===== config.mk =====
export PLATFORM = sky130hd
export DESIGN_NAME = iab_alu_branch_unit
export DESIGN_NICKNAME = d
export VERILOG_FILES = /design/src/core/iab_pkg.sv /design/src/core/iab_alu_branch_unit.sv
export SDC_FILE = /design/constraint.sdc
export NUM_CORES = 2
export LEC_CHECK = 0
export BUFFER_PORTS_ARGS = -buffer_cell sky130_fd_sc_hd__buf_4
export CAP_MARGIN = 20
export CORE_UTILIZATION = 45
export CTS_CLUSTER_SIZE = 14
export DETAILED_ROUTE_END_ITERATION = 10
export HOLD_SLACK_MARGIN = 0.06
export PLACE_DENSITY = 0.59
export SYNTH_ARGS = -nofsm -noshare
export SYNTH_HDL_FRONTEND = slang
export SYNTH_SLANG_ARGS = --single-unit

===== constraint.sdc =====
create_clock -name CORE_CLK_I -period 10.4 [get_ports CORE_CLK_I]
set_clock_uncertainty 0.1 [all_clocks]
set_input_delay 1.56 -clock CORE_CLK_I [delete_from_list [all_inputs] [get_ports CORE_CLK_I]]
set_output_delay 1.56 -clock CORE_CLK_I [all_outputs]
set_load 0.01 [all_outputs]

===== src/core/iab_pkg.sv =====
/*
  shared constants, types and register map of the integer alu and branch unit.
  assumes a single 200 MHz clock and an ahb-lite master that only makes word transfers.
*/
package iab_pkg;
  // ******************************************************************
  // register map (byte addresses, low address byte only)
  // ******************************************************************
  localparam logic [7:0] ADDR_INSTR = 8'h00;
  localparam logic [7:0] ADDR_PC = 8'h04;
  localparam logic [7:0] ADDR_NPC = 8'h08;
  localparam logic [7:0] ADDR_STAT = 8'h0c;
  localparam logic [7:0] ADDR_RES = 8'h10;
  localparam logic [7:0] ADDR_RSEL = 8'h14;
  localparam logic [7:0] ADDR_RDAT = 8'h18;
  localparam logic [7:0] ADDR_Y = 8'h1c;
  localparam logic [2:0] HSIZE_WORD = 3'h2;
  // ******************************************************************
  // instruction encoding
  // ******************************************************************
  localparam logic [1:0] FMT_BRANCH = 2'h0;
  localparam logic [1:0] FMT_SET_UPPER = 2'h1;
  localparam logic [1:0] FMT_ALU = 2'h2;
  localparam logic [1:0] FMT_CTL = 2'h3;
  localparam logic [1:0] BK_INT = 2'h0;
  localparam logic [1:0] BK_FLOAT = 2'h1;
  localparam logic [1:0] BK_COPROC = 2'h2;
  localparam logic [4:0] OP_ADD = 5'h00;
  localparam logic [4:0] OP_ADD_CARRY = 5'h01;
  localparam logic [4:0] OP_SUB = 5'h02;
  localparam logic [4:0] OP_SUB_CARRY = 5'h03;
  localparam logic [4:0] OP_AND = 5'h04;
  localparam logic [4:0] OP_AND_NOT = 5'h05;
  localparam logic [4:0] OP_OR = 5'h06;
  localparam logic [4:0] OP_OR_NOT = 5'h07;
  localparam logic [4:0] OP_XOR = 5'h08;
  localparam logic [4:0] OP_XNOR = 5'h09;
  localparam logic [4:0] OP_SHL = 5'h0a;
  localparam logic [4:0] OP_SHR = 5'h0b;
  localparam logic [4:0] OP_SHRA = 5'h0c;
  localparam logic [4:0] OP_TAG_ADD = 5'h0d;
  localparam logic [4:0] OP_TAG_SUB = 5'h0e;
  localparam logic [4:0] OP_TAG_ADD_TRAP = 5'h0f;
  localparam logic [4:0] OP_TAG_SUB_TRAP = 5'h10;
  localparam logic [4:0] OP_MUL_STEP = 5'h11;
  localparam logic [4:0] OP_JUMP_LINK = 5'h00;
  localparam logic [4:0] OP_TRAP_RETURN = 5'h01;
  localparam logic [4:0] OP_COND_TRAP = 5'h02;
  localparam logic [4:0] OP_WIN_SAVE = 5'h03;
  localparam logic [4:0] OP_WIN_RESTORE = 5'h04;
  // per low cond code: which of the four external cc values pass
  localparam logic [31:0] CC_MASK = {4'b1000, 4'b0100, 4'b1100, 4'b0010,
                                     4'b1010, 4'b0110, 4'b1110, 4'b0000};
  // ******************************************************************
  // timing and values
  // ******************************************************************
  localparam logic [1:0] LAST_ONE = 2'h0;
  localparam logic [1:0] LAST_TWO = 2'h1;
  localparam logic [1:0] LAST_FOUR = 2'h3;
  localparam logic [31:0] PC_STEP = 32'h4;
  localparam logic [31:0] RESET_PC = 32'h0;
  localparam logic [7:0] TT_SOFT_BASE = 8'h80;
  localparam logic [7:0] TT_TAG_OVF = 8'h0a;
  localparam logic [31:0] ZERO_WORD = 32'h0;
  typedef enum logic {ST_IDLE, ST_EXEC} iab_state_e;
  typedef struct packed {logic n; logic z; logic v; logic c;} iab_icc_s;
  typedef struct packed {
    logic [1:0] fmt; logic [4:0] rd; logic [5:0] op6;
    logic [4:0] rs1; logic imm_sel; logic [12:0] short_signed_immediate;
  } iab_instr_s;
  typedef struct packed {
    logic [1:0] fmt; logic annul; logic [3:0] cond;
    logic rsvd; logic [1:0] kind; logic [21:0] disp;
  } iab_br_s;
  typedef struct packed {
    logic [15:0] rsvd_hi; logic [7:0] tt; logic rsvd; logic busy;
    logic annul; logic trap; iab_icc_s icc;
  } iab_stat_s;
endpackage : iab_pkg


===== src/core/iab_alu_branch_unit.sv =====
/*
  integer execution and branch resolution unit with its register file, behind ahb-lite.
  assumes one slave on the bus, word transfers only, and external cc inputs synchronous.
*/
// Design decisions made here: register access over AHB-Lite and the register offsets.
`timescale 1ns/1ps
`default_nettype none
module iab_alu_branch_unit
  import iab_pkg::*;
(
  input wire logic CORE_CLK_I,
  input wire logic RST_N_I,
  input wire logic HSEL_I,
  input wire logic [31:0] HADDR_I,
  input wire logic [1:0] HTRANS_I,
  input wire logic HWRITE_I,
  input wire logic [2:0] HSIZE_I,
  input wire logic [31:0] HWDATA_I,
  input wire logic HREADY_I,
  input wire logic [1:0] FCC_I,
  input wire logic FCC_VALID_I,
  input wire logic [1:0] CCC_I,
  input wire logic CCC_VALID_I,
  output logic [31:0] HRDATA_O,
  output logic HREADYOUT_O,
  output logic HRESP_O,
  output logic TRAP_O
);
  // ******************************************************************
  // state
  // ******************************************************************
  iab_state_e state_reg;
  logic [1:0] cnt_reg;
  logic [31:0] instr_reg, pc_reg, npc_reg, y_reg, res_reg, hrdata_reg;
  logic [31:0] rf [1:31];
  logic [4:0] rsel_reg;
  logic [7:0] tt_reg, dph_addr_reg;
  iab_icc_s icc_reg;
  logic trap_reg, annul_reg, dph_valid_reg, dph_write_reg, hreadyout_reg, hresp_reg;
  iab_instr_s ins;
  iab_br_s br;
  assign ins = instr_reg;
  assign br = instr_reg;

  function automatic logic [32:0] add33(input logic [31:0] a, input logic [31:0] b,
                                        input logic cin);
    add33 = {1'b0, a} + {1'b0, b} + {32'h0, cin};
  endfunction : add33

  function automatic logic cc_test(input logic [3:0] cond, input logic [1:0] cc);
    cc_test = cond[3] ^ CC_MASK[{cond[2:0], cc}];
  endfunction : cc_test

  function automatic logic icc_test(input logic [3:0] cond, input iab_icc_s f);
    logic base;
    base = 1'b0;
    unique case (cond[2:0])
      3'h0: base = 1'b0;
      3'h1: base = f.z;
      3'h2: base = f.z | (f.n ^ f.v);
      3'h3: base = f.n ^ f.v;
      3'h4: base = f.c | f.z;
      3'h5: base = f.c;
      3'h6: base = f.n;
      3'h7: base = f.v;
    endcase
    icc_test = cond[3] ^ base;
  endfunction : icc_test

  function automatic logic [31:0] rf_rd(input logic [4:0] idx);
    rf_rd = (idx == 5'h0) ? ZERO_WORD : rf[idx];
  endfunction : rf_rd

  // ******************************************************************
  // operands and execution
  // ******************************************************************
  logic [31:0] op1, op2, add_a, add_b, res, disp_ext;
  logic [32:0] sum;
  logic [4:0] op5;
  logic [1:0] need;
  iab_icc_s new_cc;
  logic is_alu, is_ctl, is_br, is_sub, cc_wr, rd_wr, tag_v, tag_trap, ovf, carry;
  logic br_taken, ext_wait, ticc_tk, jump, retire, annul_set;
  assign op5 = ins.op6[4:0];
  assign is_alu = ins.fmt == FMT_ALU;
  assign is_ctl = ins.fmt == FMT_CTL;
  assign is_br = ins.fmt == FMT_BRANCH;
  assign op1 = rf_rd(ins.rs1);
  assign op2 = ins.imm_sel ? {{19{ins.short_signed_immediate[12]}}, ins.short_signed_immediate} : rf_rd(ins.short_signed_immediate[4:0]);
  assign is_sub = is_alu && (op5 == OP_SUB || op5 == OP_SUB_CARRY || op5 == OP_TAG_SUB ||
                             op5 == OP_TAG_SUB_TRAP);
  // multiply step shifts (n xor v) into op1 and adds op2 only when y lsb is set
  assign add_a = (is_alu && op5 == OP_MUL_STEP) ? {icc_reg.n ^ icc_reg.v, op1[31:1]} : op1;
  assign add_b = (is_alu && op5 == OP_MUL_STEP && !y_reg[0]) ? ZERO_WORD :
                 (is_sub ? ~op2 : op2);
  always_comb
  begin
    logic cin;
    cin = 1'b0;
    if (is_alu && op5 == OP_ADD_CARRY)
      cin = icc_reg.c;
    else if (is_alu && op5 == OP_SUB_CARRY)
      cin = ~icc_reg.c;
    else if (is_sub)
      cin = 1'b1;
    sum = add33(add_a, add_b, cin);
  end
  assign ovf = (add_a[31] == add_b[31]) && (sum[31] != add_a[31]);
  assign carry = is_sub ? ~sum[32] : sum[32];
  assign ticc_tk = is_ctl && op5 == OP_COND_TRAP && icc_test(ins.rd[3:0], icc_reg);

  always_comb
  begin
    res = ZERO_WORD;
    cc_wr = 1'b0;
    rd_wr = 1'b0;
    tag_v = 1'b0;
    new_cc = icc_reg;
    new_cc.v = 1'b0;
    new_cc.c = 1'b0;
    if (ins.fmt == FMT_SET_UPPER)
    begin
      res = {instr_reg[21:0], 10'h000};
      rd_wr = 1'b1;
    end
    else if (is_alu)
    begin
      rd_wr = 1'b1;
      cc_wr = ins.op6[5];
      unique case (op5)
        OP_ADD, OP_ADD_CARRY, OP_SUB, OP_SUB_CARRY:
        begin
          res = sum[31:0];
          new_cc.v = ovf;
          new_cc.c = carry;
        end
        OP_TAG_ADD, OP_TAG_SUB, OP_TAG_ADD_TRAP, OP_TAG_SUB_TRAP:
        begin
          res = sum[31:0];
          tag_v = ovf | (|op1[1:0]) | (|op2[1:0]);
          new_cc.v = tag_v;
          new_cc.c = carry;
          cc_wr = 1'b1;
          // a trapping variant leaves its destination untouched when it traps
          if ((op5 == OP_TAG_ADD_TRAP || op5 == OP_TAG_SUB_TRAP) && tag_v)
            rd_wr = 1'b0;
        end
        OP_MUL_STEP:
        begin
          res = sum[31:0];
          new_cc.v = ovf;
          new_cc.c = carry;
          cc_wr = 1'b1;
        end
        OP_AND: res = op1 & op2;
        OP_AND_NOT: res = op1 & ~op2;
        OP_OR: res = op1 | op2;
        OP_OR_NOT: res = op1 | ~op2;
        OP_XOR: res = op1 ^ op2;
        OP_XNOR: res = ~(op1 ^ op2);
        OP_SHL: {cc_wr, res} = {1'b0, op1 << op2[4:0]};
        OP_SHR: {cc_wr, res} = {1'b0, op1 >> op2[4:0]};
        OP_SHRA: {cc_wr, res} = {1'b0, 32'($signed(op1) >>> op2[4:0])};
        default: {cc_wr, rd_wr} = 2'b00;
      endcase
    end
    else if (is_ctl)
    begin
      rd_wr = op5 == OP_JUMP_LINK || op5 == OP_WIN_SAVE || op5 == OP_WIN_RESTORE;
      res = (op5 == OP_JUMP_LINK) ? pc_reg : sum[31:0];
    end
    new_cc.n = res[31];
    new_cc.z = res == ZERO_WORD;
  end
  assign tag_trap = is_alu && (op5 == OP_TAG_ADD_TRAP || op5 == OP_TAG_SUB_TRAP) && tag_v;

  // ******************************************************************
  // branch resolution and cycle count
  // ******************************************************************
  assign disp_ext = {{8{br.disp[21]}}, br.disp, 2'b00};
  // never and always need no cc, so they do not wait on the external unit
  assign ext_wait = is_br && br.cond[2:0] != 3'h0 &&
                    ((br.kind == BK_FLOAT && !FCC_VALID_I) ||
                     (br.kind == BK_COPROC && !CCC_VALID_I));
  always_comb
  begin
    unique case (br.kind)
      BK_INT: br_taken = icc_test(br.cond, icc_reg);
      BK_FLOAT: br_taken = cc_test(br.cond, FCC_I);
      BK_COPROC: br_taken = cc_test(br.cond, CCC_I);
      default: br_taken = 1'b0;
    endcase
    br_taken = br_taken && is_br;
  end
  assign jump = is_ctl && (op5 == OP_JUMP_LINK || op5 == OP_TRAP_RETURN);
  assign need = jump ? LAST_TWO : (ticc_tk ? LAST_FOUR : LAST_ONE);
  assign retire = state_reg == ST_EXEC && cnt_reg == need && !ext_wait;
  assign annul_set = is_br && !br_taken && br.annul;

  // ******************************************************************
  // ahb-lite slave
  // ******************************************************************
  logic acc, bus_wr, issue;
  iab_stat_s stat, wstat;
  assign acc = HSEL_I && HTRANS_I[1] && HREADY_I;
  assign bus_wr = dph_valid_reg && dph_write_reg && hreadyout_reg;
  assign issue = bus_wr && dph_addr_reg == ADDR_INSTR;
  assign wstat = HWDATA_I;
  always_comb
  begin
    stat = '0;
    stat.tt = tt_reg;
    stat.busy = state_reg == ST_EXEC;
    stat.annul = annul_reg;
    stat.trap = trap_reg;
    stat.icc = icc_reg;
  end
  always_ff @(posedge CORE_CLK_I)
  begin
    if (!RST_N_I)
    begin
      dph_valid_reg <= 1'b0;
      dph_write_reg <= 1'b0;
      dph_addr_reg <= 8'h00;
      hreadyout_reg <= 1'b1;
      hresp_reg <= 1'b0;
      hrdata_reg <= ZERO_WORD;
    end
    else
    begin
      if (HREADY_I)
      begin
        dph_valid_reg <= acc && HSIZE_I == HSIZE_WORD;
        dph_write_reg <= HWRITE_I;
        dph_addr_reg <= HADDR_I[7:0];
      end
      // an instruction write waits until the previous one has retired
      if (acc && HWRITE_I && HADDR_I[7:0] == ADDR_INSTR)
        hreadyout_reg <= 1'b0;
      else if (!hreadyout_reg && state_reg == ST_IDLE)
        hreadyout_reg <= 1'b1;
      if (acc && !HWRITE_I)
      begin
        unique case (HADDR_I[7:0])
          ADDR_INSTR: hrdata_reg <= instr_reg;
          ADDR_PC: hrdata_reg <= pc_reg;
          ADDR_NPC: hrdata_reg <= npc_reg;
          ADDR_STAT: hrdata_reg <= stat;
          ADDR_RES: hrdata_reg <= res_reg;
          ADDR_RSEL: hrdata_reg <= {27'h0, rsel_reg};
          ADDR_RDAT: hrdata_reg <= rf_rd(rsel_reg);
          ADDR_Y: hrdata_reg <= y_reg;
          default: hrdata_reg <= ZERO_WORD;
        endcase
      end
    end
  end
  assign HRDATA_O = hrdata_reg;
  assign HREADYOUT_O = hreadyout_reg;
  assign HRESP_O = hresp_reg;
  assign TRAP_O = trap_reg;

  // ******************************************************************
  // sequencing
  // ******************************************************************
  always_ff @(posedge CORE_CLK_I)
  begin
    if (!RST_N_I)
    begin
      state_reg <= ST_IDLE;
      cnt_reg <= 2'h0;
      instr_reg <= ZERO_WORD;
    end
    else if (issue && !annul_reg)
    begin
      state_reg <= ST_EXEC;
      cnt_reg <= 2'h0;
      instr_reg <= HWDATA_I;
    end
    else if (state_reg == ST_EXEC)
    begin
      if (retire)
        state_reg <= ST_IDLE;
      else if (!ext_wait)
        cnt_reg <= cnt_reg + 2'h1;
    end
  end

  // the target only lands in npc, so the delay slot runs first unless an untaken annulling branch skips it
  always_ff @(posedge CORE_CLK_I)
  begin
    if (!RST_N_I)
    begin
      pc_reg <= RESET_PC;
      npc_reg <= RESET_PC + PC_STEP;
      annul_reg <= 1'b0;
    end
    else if (bus_wr && dph_addr_reg == ADDR_PC)
    begin
      pc_reg <= HWDATA_I;
      npc_reg <= HWDATA_I + PC_STEP;
    end
    else if (issue && annul_reg)
    begin
      pc_reg <= npc_reg;
      npc_reg <= npc_reg + PC_STEP;
      annul_reg <= 1'b0;
    end
    else if (retire)
    begin
      pc_reg <= npc_reg;
      if (br_taken)
        npc_reg <= pc_reg + PC_STEP + disp_ext;
      else if (jump)
        npc_reg <= sum[31:0];
      else
        npc_reg <= npc_reg + PC_STEP;
      annul_reg <= annul_set;
    end
  end

  always_ff @(posedge CORE_CLK_I)
  begin
    if (bus_wr && dph_addr_reg == ADDR_RDAT && rsel_reg != 5'h0)
      rf[rsel_reg] <= HWDATA_I;
    if (retire && rd_wr && ins.rd != 5'h0)
      rf[ins.rd] <= res;
  end

  always_ff @(posedge CORE_CLK_I)
  begin
    if (!RST_N_I)
    begin
      res_reg <= ZERO_WORD;
      y_reg <= ZERO_WORD;
      rsel_reg <= 5'h00;
    end
    else
    begin
      if (bus_wr && dph_addr_reg == ADDR_RSEL)
        rsel_reg <= HWDATA_I[4:0];
      if (bus_wr && dph_addr_reg == ADDR_Y)
        y_reg <= HWDATA_I;
      else if (retire && is_alu && op5 == OP_MUL_STEP)
        y_reg <= {op1[0], y_reg[31:1]};
      if (retire)
        res_reg <= res;
    end
  end

  // hardware trap events win over a software clear in the same cycle
  always_ff @(posedge CORE_CLK_I)
  begin
    if (!RST_N_I)
    begin
      icc_reg <= '0;
      trap_reg <= 1'b0;
      tt_reg <= 8'h00;
    end
    else
    begin
      if (bus_wr && dph_addr_reg == ADDR_STAT)
      begin
        icc_reg <= wstat.icc;
        if (wstat.trap)
          trap_reg <= 1'b0;
      end
      if (retire && cc_wr)
        icc_reg <= new_cc;
      if (retire && tag_trap)
      begin
        trap_reg <= 1'b1;
        tt_reg <= TT_TAG_OVF;
      end
      else if (retire && ticc_tk)
      begin
        trap_reg <= 1'b1;
        tt_reg <= TT_SOFT_BASE + {1'b0, sum[6:0]};
      end
    end
  end

  iab_instr_s win;
  assign win = HWDATA_I;
endmodule : iab_alu_branch_unit
`default_nettype wire


==> run summary <==
status -> complete, no violations
setup repair after global routing missed its margin -> false
Detail Route Antenna Nets -> 0
fraction of the yosys area taken by sequential cells -> 38.0%
setup TNS -> 0 ns
synthesized area per cell -> 11.7 sq um
max frequency -> 103 MHz
Die Span Y -> 452 um
CTS tree -> yes
IO Pins -> 115
dominant cell type by area after synthesis -> sky130_fd_sc_hd__edfxtp_1
setup bufs post-CTS -> 0
simple-gate share of the synthesized area -> 8.47%
headroom to the max-slew limit -> 7.56%
number of global-route vias before repair -> 74400
critical path fanouts, max -> 33
most frequent cell after synthesis -> sky130_fd_sc_hd__mux2_2
CTS clock-pin slew for the worst setup and hold paths -> 0.06 ns
number of iterations in the first detailed-routing pass -> 8
portion of the clock cycle consumed by the worst path in the final layout -> 93.3%
count of hold buffers inserted by post-cts repair -> 0
power per standard cell area -> 108 nW/um^2
dominant combinational cell family by area after synthesis -> multiplexers
max FFs per register -> 992
required time reported for the critical path endpoint -> 10.87 ns
fraction of synthesized cell area in xor and xnor cells -> 1.57%
hold violation count in the final report -> 0
# clock sinks -> 1232
top cells by area in the synthesized netlist -> sky130_fd_sc_hd__edfxtp_1 33%, sky130_fd_sc_hd__mux4_2 17%, sky130_fd_sc_hd__mux2_2 12%
ranking of synthesized cells by instance count -> 1004 x sky130_fd_sc_hd__mux2_2, 992 x sky130_fd_sc_hd__edfxtp_1, 687 x sky130_fd_sc_hd__mux4_2
count of state elements after synthesis -> 1232
gp weighted congestion -> 1.05
Max H-tree Level -> 4
complex-gate fraction of the synthesized area -> 11.7%
number of cells traversed by the worst register-to-register path -> 23
global-route congestion overflow total -> 0
total via count after detailed routing -> 79300
primary flip-flop cell chosen by synthesis mapping -> sky130_fd_sc_hd__edfxtp_1
input/output buffers -> 88
overall track demand over capacity in global routing -> 44.0%
peak ir drop on the vdd network -> 193 uV
Area growth, synth to finish -> 11.6%
cell row count -> 164
x dimension of the die -> 452 um
largest net degree at the start of global routing -> 108
post-layout worst setup margin -> 0.696 ns
mux share of post-synthesis cell area -> 34.2%
Post-Syn Nets -> 7994
Ys Warns -> 0
Die ar. -> 204000 sq um
worst hold path type -> flop to flop
nature of the critical path endpoint -> flop
number of clock buffers inserted by TritonCTS -> 147
share of synthesized cell area in full adder, half adder and majority cells -> 1.46%
global-route wire length before repair -> 623000 um
total of cells resized after clock tree synthesis -> 0
initial drt markers -> 14400
Cell variety after synth -> 105
number of failing setup endpoints in the final timing report -> 0
Pins Over Slew Limit -> 0
clock latency at the later pin of the worst-skew pair -> 0.87 ns
clock root buffer -> sky130_fd_sc_hd__clkbuf_16
setup slack after placement -> 1.34 ns
Initial Utilization -> 45.4%
fin nets -> 7816
actual transition at the worst max-transition pin -> 1.38 ns
worst hold path cell count -> 2
post-synthesis async set-or-reset flop share -> 0%
antenna violations before repair -> 50
Post-Route WL -> 459000 um
maximum clock insertion buffer count -> 3
type of the worst setup path -> flop to flop
Syn Inst Count -> 7811
wire per inst -> 44.0 um
time the worst path needs with I/O delays and setup -> 9.70 ns
area share of the largest cell type after synthesis -> 32.7%
Worst Path Arrival -> 10.18 ns
core footprint -> 200000 sq um
sort of element at the start of the critical path -> flop
number of vias per cell after detailed routing -> 7.60
number of DRC violations after detailed routing -> 0
number of maximum-capacitance violations -> 0
proportion of layout cells with a drive suffix above 1 -> 34.7%
placed wire-length estimate after detailed placement -> 310000 um
synthesized area -> 91100 sq um
register with the most flip-flops -> rf
leakage -> 32.2 nW
number of flops mapped to enable cells by yosys -> 992
where the power goes:
group | switching [mW] | leakage (nW) | internal (mW) | total, mW
sequential | 0.00655 | 10.9 | 5.32 | 5.32
combinational | 0.220 | 19.0 | 0.176 | 0.396
clock | 2.32 | 2.34 | 2.98 | 5.29
total | 2.54 | 32.2 | 8.47 | 11.0
cell type report:
class                   instances  area (sq um)
diodes                         23          57.6
clock buffers                 186          3990
clock inverters                76           795
fillers                     17400         98800
inverters                      47           181
multi-input cells            5661         53500
flip-flops and latches       1232         34600
well taps                    2656          3320
repair buffers                544          5230
layer usage:
layer | track usage [%] | wire length (um) | vias up
li1 | - | - | 30500
met1 | 52.6 | 154000 | 39700
met2 | 64.3 | 195000 | 7200
met3 | 16.2 | 66000 | 1835
met4 | 33.8 | 43200 | 30
met5 | 0 | 370 | -
cell usage in the layout (no fill, tap or decap), drive strengths merged, types with 38 or more instances in the layout:
cell / instances
mux2i: 419
inv: 50
nor3: 98
clkbuf: 188
o221ai: 39
edfxtp: 992
xnor2: 90
and3: 52
clkinv: 61
buf: 542
mux2: 1005
a221oi: 38
nor2b: 38
dfxtp: 240
a21oi: 357
ha: 100
nand3: 183
o21ai: 238
nor2: 593
a311oi: 40
mux4: 694
a211o: 39
o22ai: 107
xor2: 73
nand2: 546
a22oi: 91
a211oi: 209
a31oi: 44
per-stage QoR:
step                      total power, mW  hold WS, ns  util, %  std cells  instance area [sq um]
final                                11.0        0.358     50.7      10400                 102000
after global routing                 11.2        0.373     50.7      10400                 102000
after CTS                            11.0        0.358     50.7      10400                 102000
after detailed placement             5.81        0.350     48.3      10100                  96800
after global placement               5.80        0.345     48.3      10100                  96700
after floorplan                      5.69        0.336        -       7811                  91100
cells by family (layout without fill, tap and decap cells):
group	after synthesis	in the layout
AO/OA/AOI/OAI	1549	1549
XOR/XNOR	163	163
adder cells (fa/ha/maj)	105	105
buffers and inverters	918	853
flip-flops	1232	1232
multiplexers	2118	2118
other	1	24
AND/OR/NAND/NOR	1725	1725
worst paths after layout:
check,start,endpoint,slack [ns]
min reg2reg,res_reg[7],res_reg[7],0.36
min,res_reg[7],res_reg[7],0.36
max,flop,rf[31][16],0.70
max reg2reg,flop,rf[31][16],0.70
critical path, stage by stage, from the launching register on:
cell and delay [ns]:
sky130_fd_sc_hd__dfxtp_2 0.89, sky130_fd_sc_hd__buf_4 0.45, sky130_fd_sc_hd__nand3b_1 0.94, sky130_fd_sc_hd__o221ai_1 0.85
sky130_fd_sc_hd__a211o_1 0.48, sky130_fd_sc_hd__buf_4 0.30, sky130_fd_sc_hd__mux2i_1 0.11, sky130_fd_sc_hd__ha_1 0.36
sky130_fd_sc_hd__o21a_1 0.17, sky130_fd_sc_hd__o211ai_1 0.09, sky130_fd_sc_hd__o21ai_0 0.57, sky130_fd_sc_hd__nand3_1 0.19
sky130_fd_sc_hd__a21boi_0 0.37, sky130_fd_sc_hd__o41a_1 0.26, sky130_fd_sc_hd__a221oi_1 0.12, sky130_fd_sc_hd__buf_4 0.17
sky130_fd_sc_hd__o21ai_0 0.16, sky130_fd_sc_hd__o21ai_0 0.19, sky130_fd_sc_hd__xor2_1 0.21, sky130_fd_sc_hd__o2111ai_1 0.47
sky130_fd_sc_hd__nand2_1 0.32, sky130_fd_sc_hd__or4b_4 0.34, sky130_fd_sc_hd__buf_4 0.77, sky130_fd_sc_hd__mux2_2 0.42
Note: power is estimated with default switching activity, not from simulation.
